`src/verilog/diffserv_map_pkg.sv`:
```
/*
 * Constants for the DiffServ code point to frame priority map: register
 * offsets, field layout, reset values and the address decode helpers.
 * Assumes an 8-bit register address space shared with other switch blocks.
 */
package diffserv_map_pkg;

    // Geometry of the map
    localparam int REG_W = 8;
    localparam int ENTRY_W = 2;
    localparam int ENTRIES_PER_REG = 4;
    localparam int CODE_BITS = 6;
    localparam int MAP_REGS = 16;
    localparam int ADDR_W = 8;

    // Code point position inside the TOS / Traffic Class byte
    localparam int DSCP_MSB = 7;
    localparam int DSCP_LSB = 2;

    // Register offsets, four code points per register
    localparam logic [7:0] OFS_00_03 = 8'h90;
    localparam logic [7:0] OFS_04_07 = 8'h91;
    localparam logic [7:0] OFS_08_0B = 8'h92;
    localparam logic [7:0] OFS_0C_0F = 8'h93;
    localparam logic [7:0] OFS_10_13 = 8'h94;
    localparam logic [7:0] OFS_14_17 = 8'h95;
    localparam logic [7:0] OFS_18_1B = 8'h96;
    localparam logic [7:0] OFS_1C_1F = 8'h97;
    localparam logic [7:0] OFS_20_23 = 8'h98;
    localparam logic [7:0] OFS_24_27 = 8'h99;
    localparam logic [7:0] OFS_28_2B = 8'h9A;
    localparam logic [7:0] OFS_2C_2F = 8'h9B;
    localparam logic [7:0] OFS_30_33 = 8'h9C;
    localparam logic [7:0] OFS_34_37 = 8'h9D;
    localparam logic [7:0] OFS_38_3B = 8'h9E;
    localparam logic [7:0] OFS_3C_3F = 8'h9F;

    // Values after reset and on unmapped reads
    localparam logic [7:0] MAP_RESET = 8'h00;
    localparam logic [7:0] UNMAPPED_DATA = 8'h00;
    localparam logic [1:0] PRIO_NONE = 2'h0;

    // Address falls inside the map window
    function automatic logic map_hit(input logic [7:0] addr);
        map_hit = (addr >= OFS_00_03) && (addr <= OFS_3C_3F);
    endfunction : map_hit

    // Register index of an address inside the window
    function automatic logic [3:0] map_index(input logic [7:0] addr);
        logic [7:0] diff;
        diff = addr - OFS_00_03;
        map_index = diff[3:0];
    endfunction : map_index

endpackage : diffserv_map_pkg

```
`src/verilog/dscp_entry_select.sv`:
```
/*
 * Picks the priority entry addressed by a code point out of the
 * flattened map. Purely combinational; the caller registers the result.
 * Assumes entries are packed lowest code point in the lowest bits.
 */
`timescale 1ns/10ps
module dscp_entry_select import diffserv_map_pkg::*; #(
    parameter int PRIO_W = ENTRY_W,
    parameter int CODE_W = CODE_BITS
) (
    input wire logic [(PRIO_W << CODE_W)-1:0] map_flat,
    input wire logic [CODE_W-1:0] code,
    output logic [PRIO_W-1:0] prio
);

    // Entry n sits at bits n*PRIO_W upward
    always_comb begin
        prio = map_flat[int'(code) * PRIO_W +: PRIO_W];
    end

endmodule : dscp_entry_select

```
`src/verilog/ip_diffserv_priority_map.sv`:
```
/*
 * DiffServ code point to frame priority map of the switch: sixteen 8-bit
 * read/write registers, each holding four 2-bit priorities, and the
 * per-frame lookup that turns a TOS / Traffic Class byte into a priority.
 * Assumes the register access port and the frame parser sit outside and
 * drive the inputs synchronous to clk; one request per cycle on each port.
 */
// Operation
// RQ1: IP frames index the map with TOS byte bits 7:2; entry gives priority.
// RQ2: Code point 0x00 takes bits 1:0 of the first map register.
// RQ3: Code point 0x01 takes bits 3:2 of the first map register.
// RQ4: Code point 0x02 takes bits 5:4 of the first map register.
// RQ5: Offset 0x91 holds code points 0x04 to 0x07, lowest in bits 1:0.
// RQ6: Offset 0x92 holds code points 0x08 to 0x0B, same packing.
// RQ7: Offset 0x94 holds code points 0x10 to 0x13, same packing.
// RQ8: Offset 0x96 holds code points 0x18 to 0x1B, same packing.
// RQ9: Offset 0x98 holds code points 0x20 to 0x23, same packing.
// RQ10: Offset 0x9A holds code points 0x28 to 0x2B, same packing.
// RQ11: Each next offset takes next four code points, through 0x9C for 0x30-0x33.
// RQ12: Every entry is software read/write and resets to zero.
// RQ13: Code point 0x03 takes bits 7:6 of the first map register.
// RQ14: Map continues to offset 0x9F; its bits 7:6 serve code point 0x3F.
// RQ15: Mapped priority applies only to IP frames on ports with IP priority on.
`timescale 1ns/10ps
module ip_diffserv_priority_map import diffserv_map_pkg::*; #(
    parameter int PRIO_W = ENTRY_W,
    parameter int CODE_W = CODE_BITS
) (
    input wire logic clk,
    input wire logic rst_n,
    input wire logic [ADDR_W-1:0] reg_addr,
    input wire logic reg_wr,
    input wire logic [REG_W-1:0] reg_wdata,
    input wire logic reg_rd,
    output logic [REG_W-1:0] reg_rdata,
    output logic reg_rvalid,
    input wire logic frm_valid,
    input wire logic frm_is_ip,
    input wire logic frm_ip_prio_en,
    input wire logic [7:0] frm_tos,
    output logic prio_valid,
    output logic prio_hit,
    output logic [PRIO_W-1:0] prio_value
);

    // Refuse geometries the fixed register layout cannot hold
    if (PRIO_W * ENTRIES_PER_REG != REG_W) begin : g_bad_prio_w
        $error("priority width does not pack into an 8-bit register");
    end
    if ((PRIO_W << CODE_W) != MAP_REGS * REG_W) begin : g_bad_code_w
        $error("code point width does not match sixteen map registers");
    end

    // Map storage and its flattened view
    logic [REG_W-1:0] map_q [MAP_REGS];
    logic [REG_W-1:0] next_map [MAP_REGS];
    logic [MAP_REGS*REG_W-1:0] map_flat;

    // Write decode
    logic wr_hit;
    logic [3:0] wr_index;

    // Lookup path
    logic [CODE_W-1:0] code;
    logic ip_take;
    logic [PRIO_W-1:0] sel_prio;
    logic next_prio_valid;
    logic next_prio_hit;
    logic [PRIO_W-1:0] next_prio_value;

    // Read path
    logic [REG_W-1:0] next_rdata;
    logic next_rvalid;

    // Address decode shared by every register slot
    assign wr_hit = reg_wr && map_hit(reg_addr);
    assign wr_index = map_index(reg_addr);

    // One register per four code points; offset order follows code order
    for (genvar g = 0; g < MAP_REGS; g++) begin : g_map
        // Software write replaces the whole byte
        always_comb begin
            next_map[g] = map_q[g];
            if (wr_hit && (wr_index == 4'(g))) begin
                next_map[g] = reg_wdata; // [RQ5] [RQ6] [RQ7] [RQ8] [RQ9] [RQ10] [RQ11] [RQ14]
            end
        end

        // Storage, cleared to priority zero on reset
        always_ff @(posedge clk or negedge rst_n) begin
            if (!rst_n) begin
                map_q[g] <= MAP_RESET; // [RQ12]
            end else begin
                map_q[g] <= next_map[g];
            end
        end

        // Lowest register holds the lowest code points
        assign map_flat[g*REG_W +: REG_W] = map_q[g]; // [RQ11]
    end

    // Code point sits in the upper six bits of the TOS byte
    assign code = frm_tos[DSCP_MSB:DSCP_LSB]; // [RQ1]
    assign ip_take = frm_valid && frm_is_ip && frm_ip_prio_en; // [RQ15]

    // Entry at bits code*2 upward, so 0x00 is bits 1:0 and 0x03 bits 7:6
    dscp_entry_select #(
        .PRIO_W(PRIO_W),
        .CODE_W(CODE_W)
    ) u_select (
        .map_flat(map_flat),
        .code(code),
        .prio(sel_prio) // [RQ2] [RQ3] [RQ4] [RQ13]
    );

    // Next lookup result; frames outside IP priority pass unmapped
    always_comb begin
        next_prio_valid = frm_valid;
        next_prio_hit = ip_take; // [RQ15]
        next_prio_value = PRIO_NONE;
        if (ip_take) begin
            next_prio_value = sel_prio; // [RQ1]
        end
    end

    // Lookup result, one cycle after the frame
    always_ff @(posedge clk or negedge rst_n) begin
        if (!rst_n) begin
            prio_valid <= 1'b0;
            prio_hit <= 1'b0;
            prio_value <= PRIO_NONE;
        end else begin
            prio_valid <= next_prio_valid;
            prio_hit <= next_prio_hit;
            prio_value <= next_prio_value;
        end
    end

    // Read returns the stored byte; unmapped addresses read zero
    always_comb begin
        next_rvalid = reg_rd;
        next_rdata = reg_rdata;
        if (reg_rd) begin
            if (map_hit(reg_addr)) begin
                next_rdata = map_q[map_index(reg_addr)]; // [RQ12]
            end else begin
                next_rdata = UNMAPPED_DATA;
            end
        end
    end

    // Read data holds until the next read
    always_ff @(posedge clk or negedge rst_n) begin
        if (!rst_n) begin
            reg_rvalid <= 1'b0;
            reg_rdata <= MAP_RESET;
        end else begin
            reg_rvalid <= next_rvalid;
            reg_rdata <= next_rdata;
        end
    end

    // Any enabled IP frame gets the entry its code point selects
    a_lookup_any_code: assert property ( // [RQ1]
        @(posedge clk) disable iff (!rst_n)
        ip_take |=> prio_valid && prio_hit && (prio_value == $past(map_flat[
            int'(frm_tos[7:2]) * 2 +: 2]))
    ) else $error("lookup result differs from selected map entry");

    // Code point 0x00 from the first register, low pair
    a_code00_entry: assert property ( // [RQ2]
        @(posedge clk) disable iff (!rst_n)
        (ip_take && frm_tos[7:2] == 6'h00) |=> prio_value == $past(map_q[0][1:0])
    ) else $error("code point 0x00 not taken from bits 1:0");

    // Code point 0x01 from the first register, bits 3:2
    a_code01_entry: assert property ( // [RQ3]
        @(posedge clk) disable iff (!rst_n)
        (ip_take && frm_tos[7:2] == 6'h01) |=> prio_value == $past(map_q[0][3:2])
    ) else $error("code point 0x01 not taken from bits 3:2");

    // Code point 0x02 from the first register, bits 5:4
    a_code02_entry: assert property ( // [RQ4]
        @(posedge clk) disable iff (!rst_n)
        (ip_take && frm_tos[7:2] == 6'h02) |=> prio_value == $past(map_q[0][5:4])
    ) else $error("code point 0x02 not taken from bits 5:4");

    // Code point 0x03 from the first register, bits 7:6
    a_code03_entry: assert property ( // [RQ13]
        @(posedge clk) disable iff (!rst_n)
        (ip_take && frm_tos[7:2] == 6'h03) |=> prio_value == $past(map_q[0][7:6])
    ) else $error("code point 0x03 not taken from bits 7:6");

    // Byte written at 0x91 steers code point 0x07 two cycles on
    a_reg91_code07: assert property ( // [RQ5]
        @(posedge clk) disable iff (!rst_n)
        (reg_wr && reg_addr == 8'h91) ##1 (ip_take && frm_tos[7:2] == 6'h07 && !reg_wr)
        |=> prio_value == $past(reg_wdata[7:6], 2)
    ) else $error("offset 0x91 bits 7:6 do not serve code point 0x07");

    // Code point 0x08 from offset 0x92 low pair
    a_reg92_code08: assert property ( // [RQ6]
        @(posedge clk) disable iff (!rst_n)
        (reg_wr && reg_addr == 8'h92) ##1 (ip_take && frm_tos[7:2] == 6'h08 && !reg_wr)
        |=> prio_value == $past(reg_wdata[1:0], 2)
    ) else $error("offset 0x92 bits 1:0 do not serve code point 0x08");

    // Code point 0x13 from offset 0x94 high pair
    a_reg94_code13: assert property ( // [RQ7]
        @(posedge clk) disable iff (!rst_n)
        (ip_take && frm_tos[7:2] == 6'h13) |=> prio_value == $past(map_q[4][7:6])
    ) else $error("code point 0x13 not taken from offset 0x94 bits 7:6");

    // Code point 0x18 from offset 0x96 low pair
    a_reg96_code18: assert property ( // [RQ8]
        @(posedge clk) disable iff (!rst_n)
        (ip_take && frm_tos[7:2] == 6'h18) |=> prio_value == $past(map_q[6][1:0])
    ) else $error("code point 0x18 not taken from offset 0x96 bits 1:0");

    // Code point 0x23 from offset 0x98 high pair
    a_reg98_code23: assert property ( // [RQ9]
        @(posedge clk) disable iff (!rst_n)
        (ip_take && frm_tos[7:2] == 6'h23) |=> prio_value == $past(map_q[8][7:6])
    ) else $error("code point 0x23 not taken from offset 0x98 bits 7:6");

    // Code point 0x28 from offset 0x9A low pair
    a_reg9a_code28: assert property ( // [RQ10]
        @(posedge clk) disable iff (!rst_n)
        (ip_take && frm_tos[7:2] == 6'h28) |=> prio_value == $past(map_q[10][1:0])
    ) else $error("code point 0x28 not taken from offset 0x9A bits 1:0");

    // Code point 0x33 from offset 0x9C high pair
    a_reg9c_code33: assert property ( // [RQ11]
        @(posedge clk) disable iff (!rst_n)
        (reg_wr && reg_addr == 8'h9C) ##1 (ip_take && frm_tos[7:2] == 6'h33 && !reg_wr)
        |=> prio_value == $past(reg_wdata[7:6], 2)
    ) else $error("offset 0x9C bits 7:6 do not serve code point 0x33");

    // Code point 0x3F from offset 0x9F high pair
    a_reg9f_code3f: assert property ( // [RQ14]
        @(posedge clk) disable iff (!rst_n)
        (ip_take && frm_tos[7:2] == 6'h3F) |=> prio_value == $past(map_q[15][7:6])
    ) else $error("code point 0x3F not taken from offset 0x9F bits 7:6");

    // Written byte reads back on a read in the next cycle
    a_write_readback: assert property ( // [RQ12]
        @(posedge clk) disable iff (!rst_n)
        (reg_wr && map_hit(reg_addr)) ##1 (reg_rd && !reg_wr && $stable(reg_addr))
        |=> reg_rvalid && (reg_rdata == $past(reg_wdata, 2))
    ) else $error("map register does not read back the written byte");

    // Unmapped reads answer zero
    a_unmapped_read: assert property ( // [RQ12]
        @(posedge clk) disable iff (!rst_n)
        (reg_rd && !map_hit(reg_addr)) |=> reg_rvalid && reg_rdata == 8'h00
    ) else $error("unmapped read did not return zero");

    // Non-IP or disabled frames bypass the map
    a_bypass_non_ip: assert property ( // [RQ15]
        @(posedge clk) disable iff (!rst_n)
        (frm_valid && !(frm_is_ip && frm_ip_prio_en))
        |=> prio_valid && !prio_hit && prio_value == 2'h0
    ) else $error("frame outside IP priority received a mapped value");

    // No result without a frame
    a_idle_no_result: assert property ( // [RQ15]
        @(posedge clk) disable iff (!rst_n)
        !frm_valid |=> !prio_valid && !prio_hit
    ) else $error("lookup result without a frame");

    // Byte written at 0x9D lands in the fourteenth register
    a_write_lands_9d: assert property ( // [RQ14]
        @(posedge clk) disable iff (!rst_n)
        (reg_wr && reg_addr == 8'h9D) |=> map_q[13] == $past(reg_wdata)
    ) else $error("write to offset 0x9D did not land in its register");

    // Byte written at 0x93 lands in the fourth register
    a_write_lands_93: assert property ( // [RQ11]
        @(posedge clk) disable iff (!rst_n)
        (reg_wr && reg_addr == 8'h93) |=> map_q[3] == $past(reg_wdata)
    ) else $error("write to offset 0x93 did not land in its register");

    // Byte written at 0x93 steers code point 0x0C two cycles on
    a_reg93_code0c: assert property ( // [RQ11]
        @(posedge clk) disable iff (!rst_n)
        (reg_wr && reg_addr == 8'h93) ##1 (ip_take && frm_tos[7:2] == 6'h0C && !reg_wr)
        |=> prio_value == $past(reg_wdata[1:0], 2)
    ) else $error("offset 0x93 bits 1:0 do not serve code point 0x0C");

    // Writes outside the window leave the map alone
    a_outside_write_kept: assert property ( // [RQ11]
        @(posedge clk) disable iff (!rst_n)
        (reg_wr && !map_hit(reg_addr)) |=> $stable(map_flat)
    ) else $error("write outside the map window changed the map");

    // Without a read, no answer and the read data holds
    a_read_idle_quiet: assert property ( // [RQ12]
        @(posedge clk) disable iff (!rst_n)
        !reg_rd |=> !reg_rvalid && $stable(reg_rdata)
    ) else $error("read answer or data changed without a read");

    // Read at 0x9F returns the last map register
    a_read_reg9f_data: assert property ( // [RQ14]
        @(posedge clk) disable iff (!rst_n)
        (reg_rd && reg_addr == 8'h9F) |=> reg_rvalid && reg_rdata == $past(map_q[15])
    ) else $error("read at offset 0x9F did not return its register");

endmodule : ip_diffserv_priority_map

```
`config.mk`:
```
export PLATFORM = sky130hd
export DESIGN_NAME = ip_diffserv_priority_map
export DESIGN_NICKNAME = d
export VERILOG_FILES = /design/src/verilog/diffserv_map_pkg.sv /design/src/verilog/dscp_entry_select.sv /design/src/verilog/ip_diffserv_priority_map.sv
export SDC_FILE = /design/constraint.sdc
export NUM_CORES = 1
export LEC_CHECK = 0
export ABC_AREA = 0
export BUFFER_PORTS_ARGS = -buffer_cell sky130_fd_sc_hd__buf_2
export CAP_MARGIN = 5
export CORE_UTILIZATION = 40
export CTS_CLUSTER_DIAMETER = 200
export DETAILED_ROUTE_END_ITERATION = 6
export GPL_ROUTABILITY_DRIVEN = 1
export SLEW_MARGIN = 40
export SYNTH_ARGS = -nofsm -noshare
export SYNTH_HDL_FRONTEND = slang
export SYNTH_HIERARCHICAL = 1
export SYNTH_SLANG_ARGS = --single-unit
```
`constraint.sdc`:
```
create_clock -name clk -period 1.6 [get_ports clk]
set_input_delay 0.16 -clock clk [delete_from_list [all_inputs] [get_ports clk]]
set_output_delay 0.16 -clock clk [all_outputs]
set_load 0.01 [all_outputs]
```
==> results of run 1 <==
-- metrics by stage --
stage	total power [mW]	setup WS (ps)	utilization (%)	cells
6_report	8.81	-155	53.5	918
5_1_grt	9.11	-210	53.5	918
4_1_cts	8.85	-135	53.3	918
3_5_place_dp	5.02	-341	49.7	883
3_3_place_gp	4.99	-320	49.7	883
2_1_floorplan	4.44	-85.8	-	505
-- what timing repair did --
action,CTS,global route
hold buffers,3,0
resized for setup,11,11
pin swaps,8,3
setup endpoints to repair,8,6
buffers inserted,1,1
hold endpoints to repair,36,0
-- registers in the layout, summed over array words and instances (netlist names) --
register,count
reg_rvalid,1
prio_hit,1
map_flat,128
reg_rdata,8
prio_value,2
prio_valid,1
-- cell families after synthesis --
| family | after synthesis | synth area share, % |
|---|---|---|
| muxes | 209 | 39.5 |
| DFF | 141 | 46.9 |
| and+or+nand+nor | 67 | 5.83 |
| buffers and inverters | 45 | 3.44 |
| AOI/OAI and AO/OA | 43 | 4.40 |
-- cell usage after synthesis, types with 6 or more instances --
| library cell | n |
|---|---|
| mux4_2 | 56 |
| clkbuf_1 | 12 |
| nor2b_1 | 10 |
| mux2i_1 | 23 |
| buf_2 | 22 |
| and2_1 | 7 |
| a211oi_1 | 6 |
| nand2_1 | 10 |
| and3_1 | 8 |
| o211ai_1 | 6 |
| dfrtp_1 | 141 |
| nor2_1 | 8 |
| a22oi_1 | 10 |
| mux2_2 | 128 |
-- power by group through the flow --
stage,Combinational (mW),Clock [mW],Sequential (mW)
after floorplan,0.572,0,3.87
after global placement,1.08,0,3.91
after detailed placement,1.11,0,3.91
after CTS,1.14,3.87,3.85
after global routing,1.23,4.01,3.86
final,1.15,3.81,3.85
-- worst paths after layout --
check	slack [ps]	from	to	cells past startpoint
max	-150	map_flat[69]	prio_value[1]	6
min	130	frm_is_ip	prio_hit	2
max reg2reg	-150	map_flat[69]	prio_value[1]	6
min reg2reg	500	reg_rdata[3]	reg_rdata[3]	1
max in group asynchronous	700	rst_n	map_flat[51]	3
min in group asynchronous	220	rst_n	map_flat[105]	2
-- layer usage --
metal | up-vias | GRT usage (%)
met2 | 171 | 37.1
met1 | 2713 | 30.4
met4 | 0 | 8.83
met3 | 32 | 6.25
met5 | - | 0
li1 | 2305 | -
-- worst register-to-register path: cells and delay by family, from the launching register on --
kind / cells / cell delay, ps
muxes: 1 / 460
AOI/OAI and AO/OA: 4 / 650
and+or+nand+nor: 1 / 130
DFF: 1 / 400
-- layout by cell type, fill, tap and decap left out, types with 2 or more instances in the layout --
master / Yosys / final
buf_6: 5 / 7
a21oi_1: 2 / 2
mux2i_2: 0 / 5
buf_2: 22 / 40
buf_12: 1 / 11
a22oi_1: 10 / 8
dfrtp_1: 141 / 141
nor2b_1: 10 / 9
mux2_2: 128 / 128
a211oi_2: 0 / 5
nor3_1: 2 / 2
nand2_1: 10 / 10
clkinvlp_4: 0 / 6
o2bb2ai_1: 4 / 4
clkbuf_1: 12 / 2
nor3b_4: 3 / 3
a22oi_2: 0 / 2
nand3_1: 5 / 4
a311oi_1: 3 / 3
buf_4: 2 / 135
bufinv_16: 0 / 2
dlygate4sd3_1: 0 / 3
clkbuf_16: 0 / 17
and2_1: 7 / 7
clkinv_2: 0 / 3
o211ai_1: 6 / 6
nand2b_1: 3 / 3
nand3b_1: 5 / 5
and3_1: 8 / 8
mux2i_1: 23 / 18
a21o_1: 2 / 2
a22o_1: 5 / 5
nor2_1: 8 / 8
mux4_2: 56 / 57
-- final cells by class --
| class | count | area, um^2 | share of cell area [%] |
|---|---|---|---|
| clock inverter | 11 | 120 | 1.23 |
| inverter | 2 | 7.51 | 0.0771 |
| tap | 229 | 287 | 2.94 |
| multi-input combinational | 319 | 3810 | 39.1 |
| timing repair buffer | 196 | 1540 | 15.8 |
| sequential | 141 | 3530 | 36.2 |
| clock buffer | 20 | 447 | 4.58 |
==> run_results.csv, run 1 <==
group,metric,value,unit
outcome,outcome,"complete, but fails checks",
outcome,violations,"DRC, setup timing",
floorplanning,die_area,19400,um^2
grt,grt.total_usage,23.3,%
synthesis,syn-cell-area,7530,um^2
critical_path,critPathMaxStageDelay,460,ps
power,pwr-share-clk,43.3,%
grt,overflow,0,
route,route.top_layer_used,"met4",
floorplanning,ios,44,
grt,grt_pass1_wl,33200,um
cells_and_area,layout.nets,708,
route,first_iter_violations,413,
grt,grt_max_degree,53,
power,seqPwrFrac,43.7,%
synthesis,synth_warnings,6,
power,internal-power,6.65,mW
cells_and_area,diodes,0,
sta,finalSetupViolCount,4,
clock_tree,cts_root_buf,"clkbuf_16",
sta,maxSlewHeadroom,65.1,%
synthesis,syn_inst,505,
grt,antenna_found_initial,0,
clock_tree,numCtsBuffers,17,
synthesis,synth_top_area_cell,"dfrtp_1",
cells_and_area,fin_area,9740,um^2
placed_design,dp_hpwl,15700,um
synthesis,synth_top_area_share,46.9,%
route,via_count,5221,
cells_and_area,nFillCells,1511,
synthesis,synthTopCellsByArea,"dfrtp_1 47%, mux2_2 19%, mux4_2 17%",
sta,worstMarginPinSlew,523,ps
sta,finalWorstSetupSlack,-155,ps
sta,drv_slew,0,
synthesis,synth_area_per_cell,14.9,um^2
floorplanning,rows,49,
floorplanning,fp.coreArea,18200,um^2
run,cap_violations,0,
route,wl_met1,9110,um
power,switching_share,24.4,%
floorplanning,die_x,139,um
cells_and_area,syn_to_final_growth,29.4,%
synthesis,synth_nets,536,
route,antenna_left,0,
route,wirelength,21000,um
sta,period_needed,1750,ps
clock_tree,cts.sinks,141,
critical_path,path_buf_inv,0,
power,p_comb_share,13.0,%
floorplanning,die_h,139,um
critical_path,crit_arrival,2060,ps
clock_tree,clk_latency,420,ps
sta,timing.hold.ws,128,ps
power,p_sw,2.15,mW
placed_design,io_buffers,41,
synthesis,ys_seq_area_share,46.9,%
power,leakage,4.69,nW
critical_path,cp_slowest_cell,"mux4_2",
critical_path,path_delay_family,"compound AO/OA/AOI/OAI gates",
clock_tree,clk_pin_slew_worst_paths,60,ps
placed_design,place_congestion,0.907,
cells_and_area,drive_gt1_share,62.0,%
clock_tree,cts_tree,"done",
placed_design,place_area,9040,um^2
grt,grt_pass1_vias,5738,
route,viasPerCell,5.69,
route,drc_errors,6,
synthesis,synth_ff_type,"dfrtp_1",
sta,max_freq,570,MHz
power,max-vdd-ir-drop,0.469,mV
critical_path,crit_required,1910,ps
min_path,min_path_type,"in2reg",
clock_tree,clockBufferDepth,2,
synthesis,synth_enable_flop_cells,0,
clock_tree,h-tree-depth,4,
synthesis,synth_cell_types,43,
route,routed-wl-met2,10100,um
route,route.detailed.wl_per_inst,22.9,um
floorplanning,initial_core_util,41.3,%
power,p_per_area,904,nW/um^2
critical_path,crit_path_cell_trace,"mux4_2 > a22o_1 > o21ai_1 > a21oi_1 > a211o_1 > and2_1",
sta,finalClockSkew,7.28,ps
sta,fin_crit_sh,110,%
route,firstDrtPassIters,7,
route,wl_met3,1360,um
synthesis,ys_ff_latch,141,
sta,tns,-369,ps
critical_path,crit_type,"reg2reg",
sta,final-hold-violation-count,0,
critical_path,critPathCaptureType,"flip-flop",
critical_path,startpoint_type,"flip-flop",
critical_path,path_max_fanout,3,
sta,rsz0062_at_grt,"true",
synthesis,async_reset_ff_share,100,%
Note: power is estimated with default switching activity, not from simulation.
==> inputs of run 2 (changes only) <==
- CTS_BUF_LIST: default -> sky130_fd_sc_hd__clkbuf_8 sky130_fd_sc_hd__clkbuf_16
- GPL_ROUTABILITY_DRIVEN: 1 -> 0
==> run_results.csv, run 2 (synthesis gave the netlist of run 1 again) <==
group,metric,value,unit
cells_and_area,layout.nets,717,
clock_tree,clockBufferDepth,2,
clock_tree,clk_latency,430,ps
critical_path,crit_type,"reg2reg",
cells_and_area,drive_gt1_share,61.9,%
clock_tree,numCtsBuffers,17,
grt,antenna_found_initial,0,
critical_path,path_max_fanout,2,
critical_path,crit_arrival,2090,ps
route,viasPerCell,5.71,
critical_path,rr_startpoint,"map_flat[71]",
floorplanning,die_area,19400,um^2
clock_tree,cts_root_buf,"clkbuf_16",
grt,overflow,0,
sta,rsz0062_at_grt,"true",
critical_path,startpoint_type,"flip-flop",
floorplanning,die_x,139,um
min_path,holdPathEnd,"prio_hit",
min_path,min_path_type,"in2reg",
cells_and_area,diodes,0,
cells_and_area,largest_register_ffs,128,
critical_path,rrSetupSlack,-160,ps
floorplanning,ios,44,
route,route.detailed.wl_per_inst,23.0,um
outcome,outcome,"complete, but fails checks",
sta,timing.hold.ws,145,ps
sta,period_needed,1760,ps
min_path,hold_depth,2,
outcome,violations,"DRC, setup timing",
route,antenna_left,0,
floorplanning,initial_core_util,41.3,%
sta,drv_slew,0,
sta,tns,-311,ps
critical_path,path_delay_family,"compound AO/OA/AOI/OAI gates",
grt,grt_pass1_vias,5797,
cells_and_area,layout_common_cells,"146 x buf_4, 141 x dfrtp_1, 128 x mux2_2",
grt,grt_max_degree,52,
critical_path,critPathCaptureType,"flip-flop",
floorplanning,die_h,139,um
sta,finalWorstSetupSlack,-163,ps
clock_tree,clk_pin_slew_worst_paths,60,ps
critical_path,path_buf_inv,0,
clock_tree,cts.sinks,141,
sta,fin_crit_sh,110,%
route,firstDrtPassIters,7,
placed_design,dp_hpwl,15800,um
placed_design,io_buffers,41,
grt,grt_pass1_wl,34000,um
floorplanning,fp.coreArea,18200,um^2
sta,max_freq,567,MHz
critical_path,critPathMaxStageDelay,470,ps
critical_path,cp_slowest_cell,"mux4_2",
power,max-vdd-ir-drop,0.547,mV
grt,grt.total_usage,23.9,%
floorplanning,rows,49,
power,p_per_area,948,nW/um^2
cells_and_area,mostFrequentLayoutCell,"buf_4",
sta,finalClockSkew,6.46,ps
clock_tree,cts_tree,"done",
sta,final-hold-violation-count,0,
route,wirelength,21300,um
sta,worstMarginPinSlew,539,ps
critical_path,crit_path_cell_trace,"mux4_2 > a22o_1 > o21ai_1 > a21oi_1 > a211o_1 > and2_1",
cells_and_area,finish.utilization,54.1,%
power,leakage,4.79,nW
sta,finalSetupViolCount,4,
critical_path,r2r-end,"prio_value[1]",
clock_tree,h-tree-depth,4,
sta,maxSlewHeadroom,64.0,%
route,drc_errors,6,
critical_path,crit_required,1920,ps
cells_and_area,syn_to_final_growth,30.9,%
min_path,min_from,"frm_is_ip",
critical_path,reg2reg_depth,6,
route,via_count,5300,
run,cap_violations,0,
route,first_iter_violations,348,
run 2: power breakdown:
group | internal, mW | switching (mW)
Combinational | 0.618 | 0.547
Sequential | 3.73 | 0.113
Clock | 2.76 | 1.58
Total | 7.11 | 2.24
run 2: worst max path at each step:
stage                            start            end  cells after the start
final                     map_flat[71]  prio_value[1]                      6
after global routing      map_flat[71]  prio_value[1]                      6
after CTS                 map_flat[71]  prio_value[1]                      6
after detailed placement    frm_tos[2]  prio_value[0]                      9
after global placement      frm_tos[2]  prio_value[0]                      9
after floorplan             frm_tos[2]  prio_value[1]                      8
run 2: metal layers:
metal	global-route usage, %	part of all wire (%)	up-vias
li1	-	-	2326
met5	0	0	-
met2	38.7	48	179
met1	31.1	44	2750
met3	5.21	5.2	45
met4	9.77	2.7	0
run 2: timing repair:
| item | 4_1_cts | 5_1_grt |
|---|---|---|
| pin swaps | 8 | 5 |
| setup buffers | 4 | 0 |
| setup endpoints to repair | 7 | 8 |
| endpoints found under the hold margin | 49 | 0 |
| cloned | 0 | 0 |
| hold buffers | 3 | 0 |
| gates resized for setup | 7 | 9 |
run 2: final cells by class:
type	instances	area [um^2]
clock buffers	17	425
clock inverters	15	221
fillers	1450	8350
inverters	2	7.51
multi-input cells	319	3790
flip-flops and latches	141	3530
well taps	229	287
repair buffers	205	1590
run 2: per-stage QoR:
stage	setup WS [ps]	area (um^2)	total power [mW]	std cells
2_1_floorplan	-85.8	7540	4.44	505
3_3_place_gp	-382	9070	5.00	889
3_5_place_dp	-410	9070	5.03	889
4_1_cts	-149	9820	9.40	928
5_1_grt	-233	9850	9.64	928
6_report	-163	9850	9.35	928
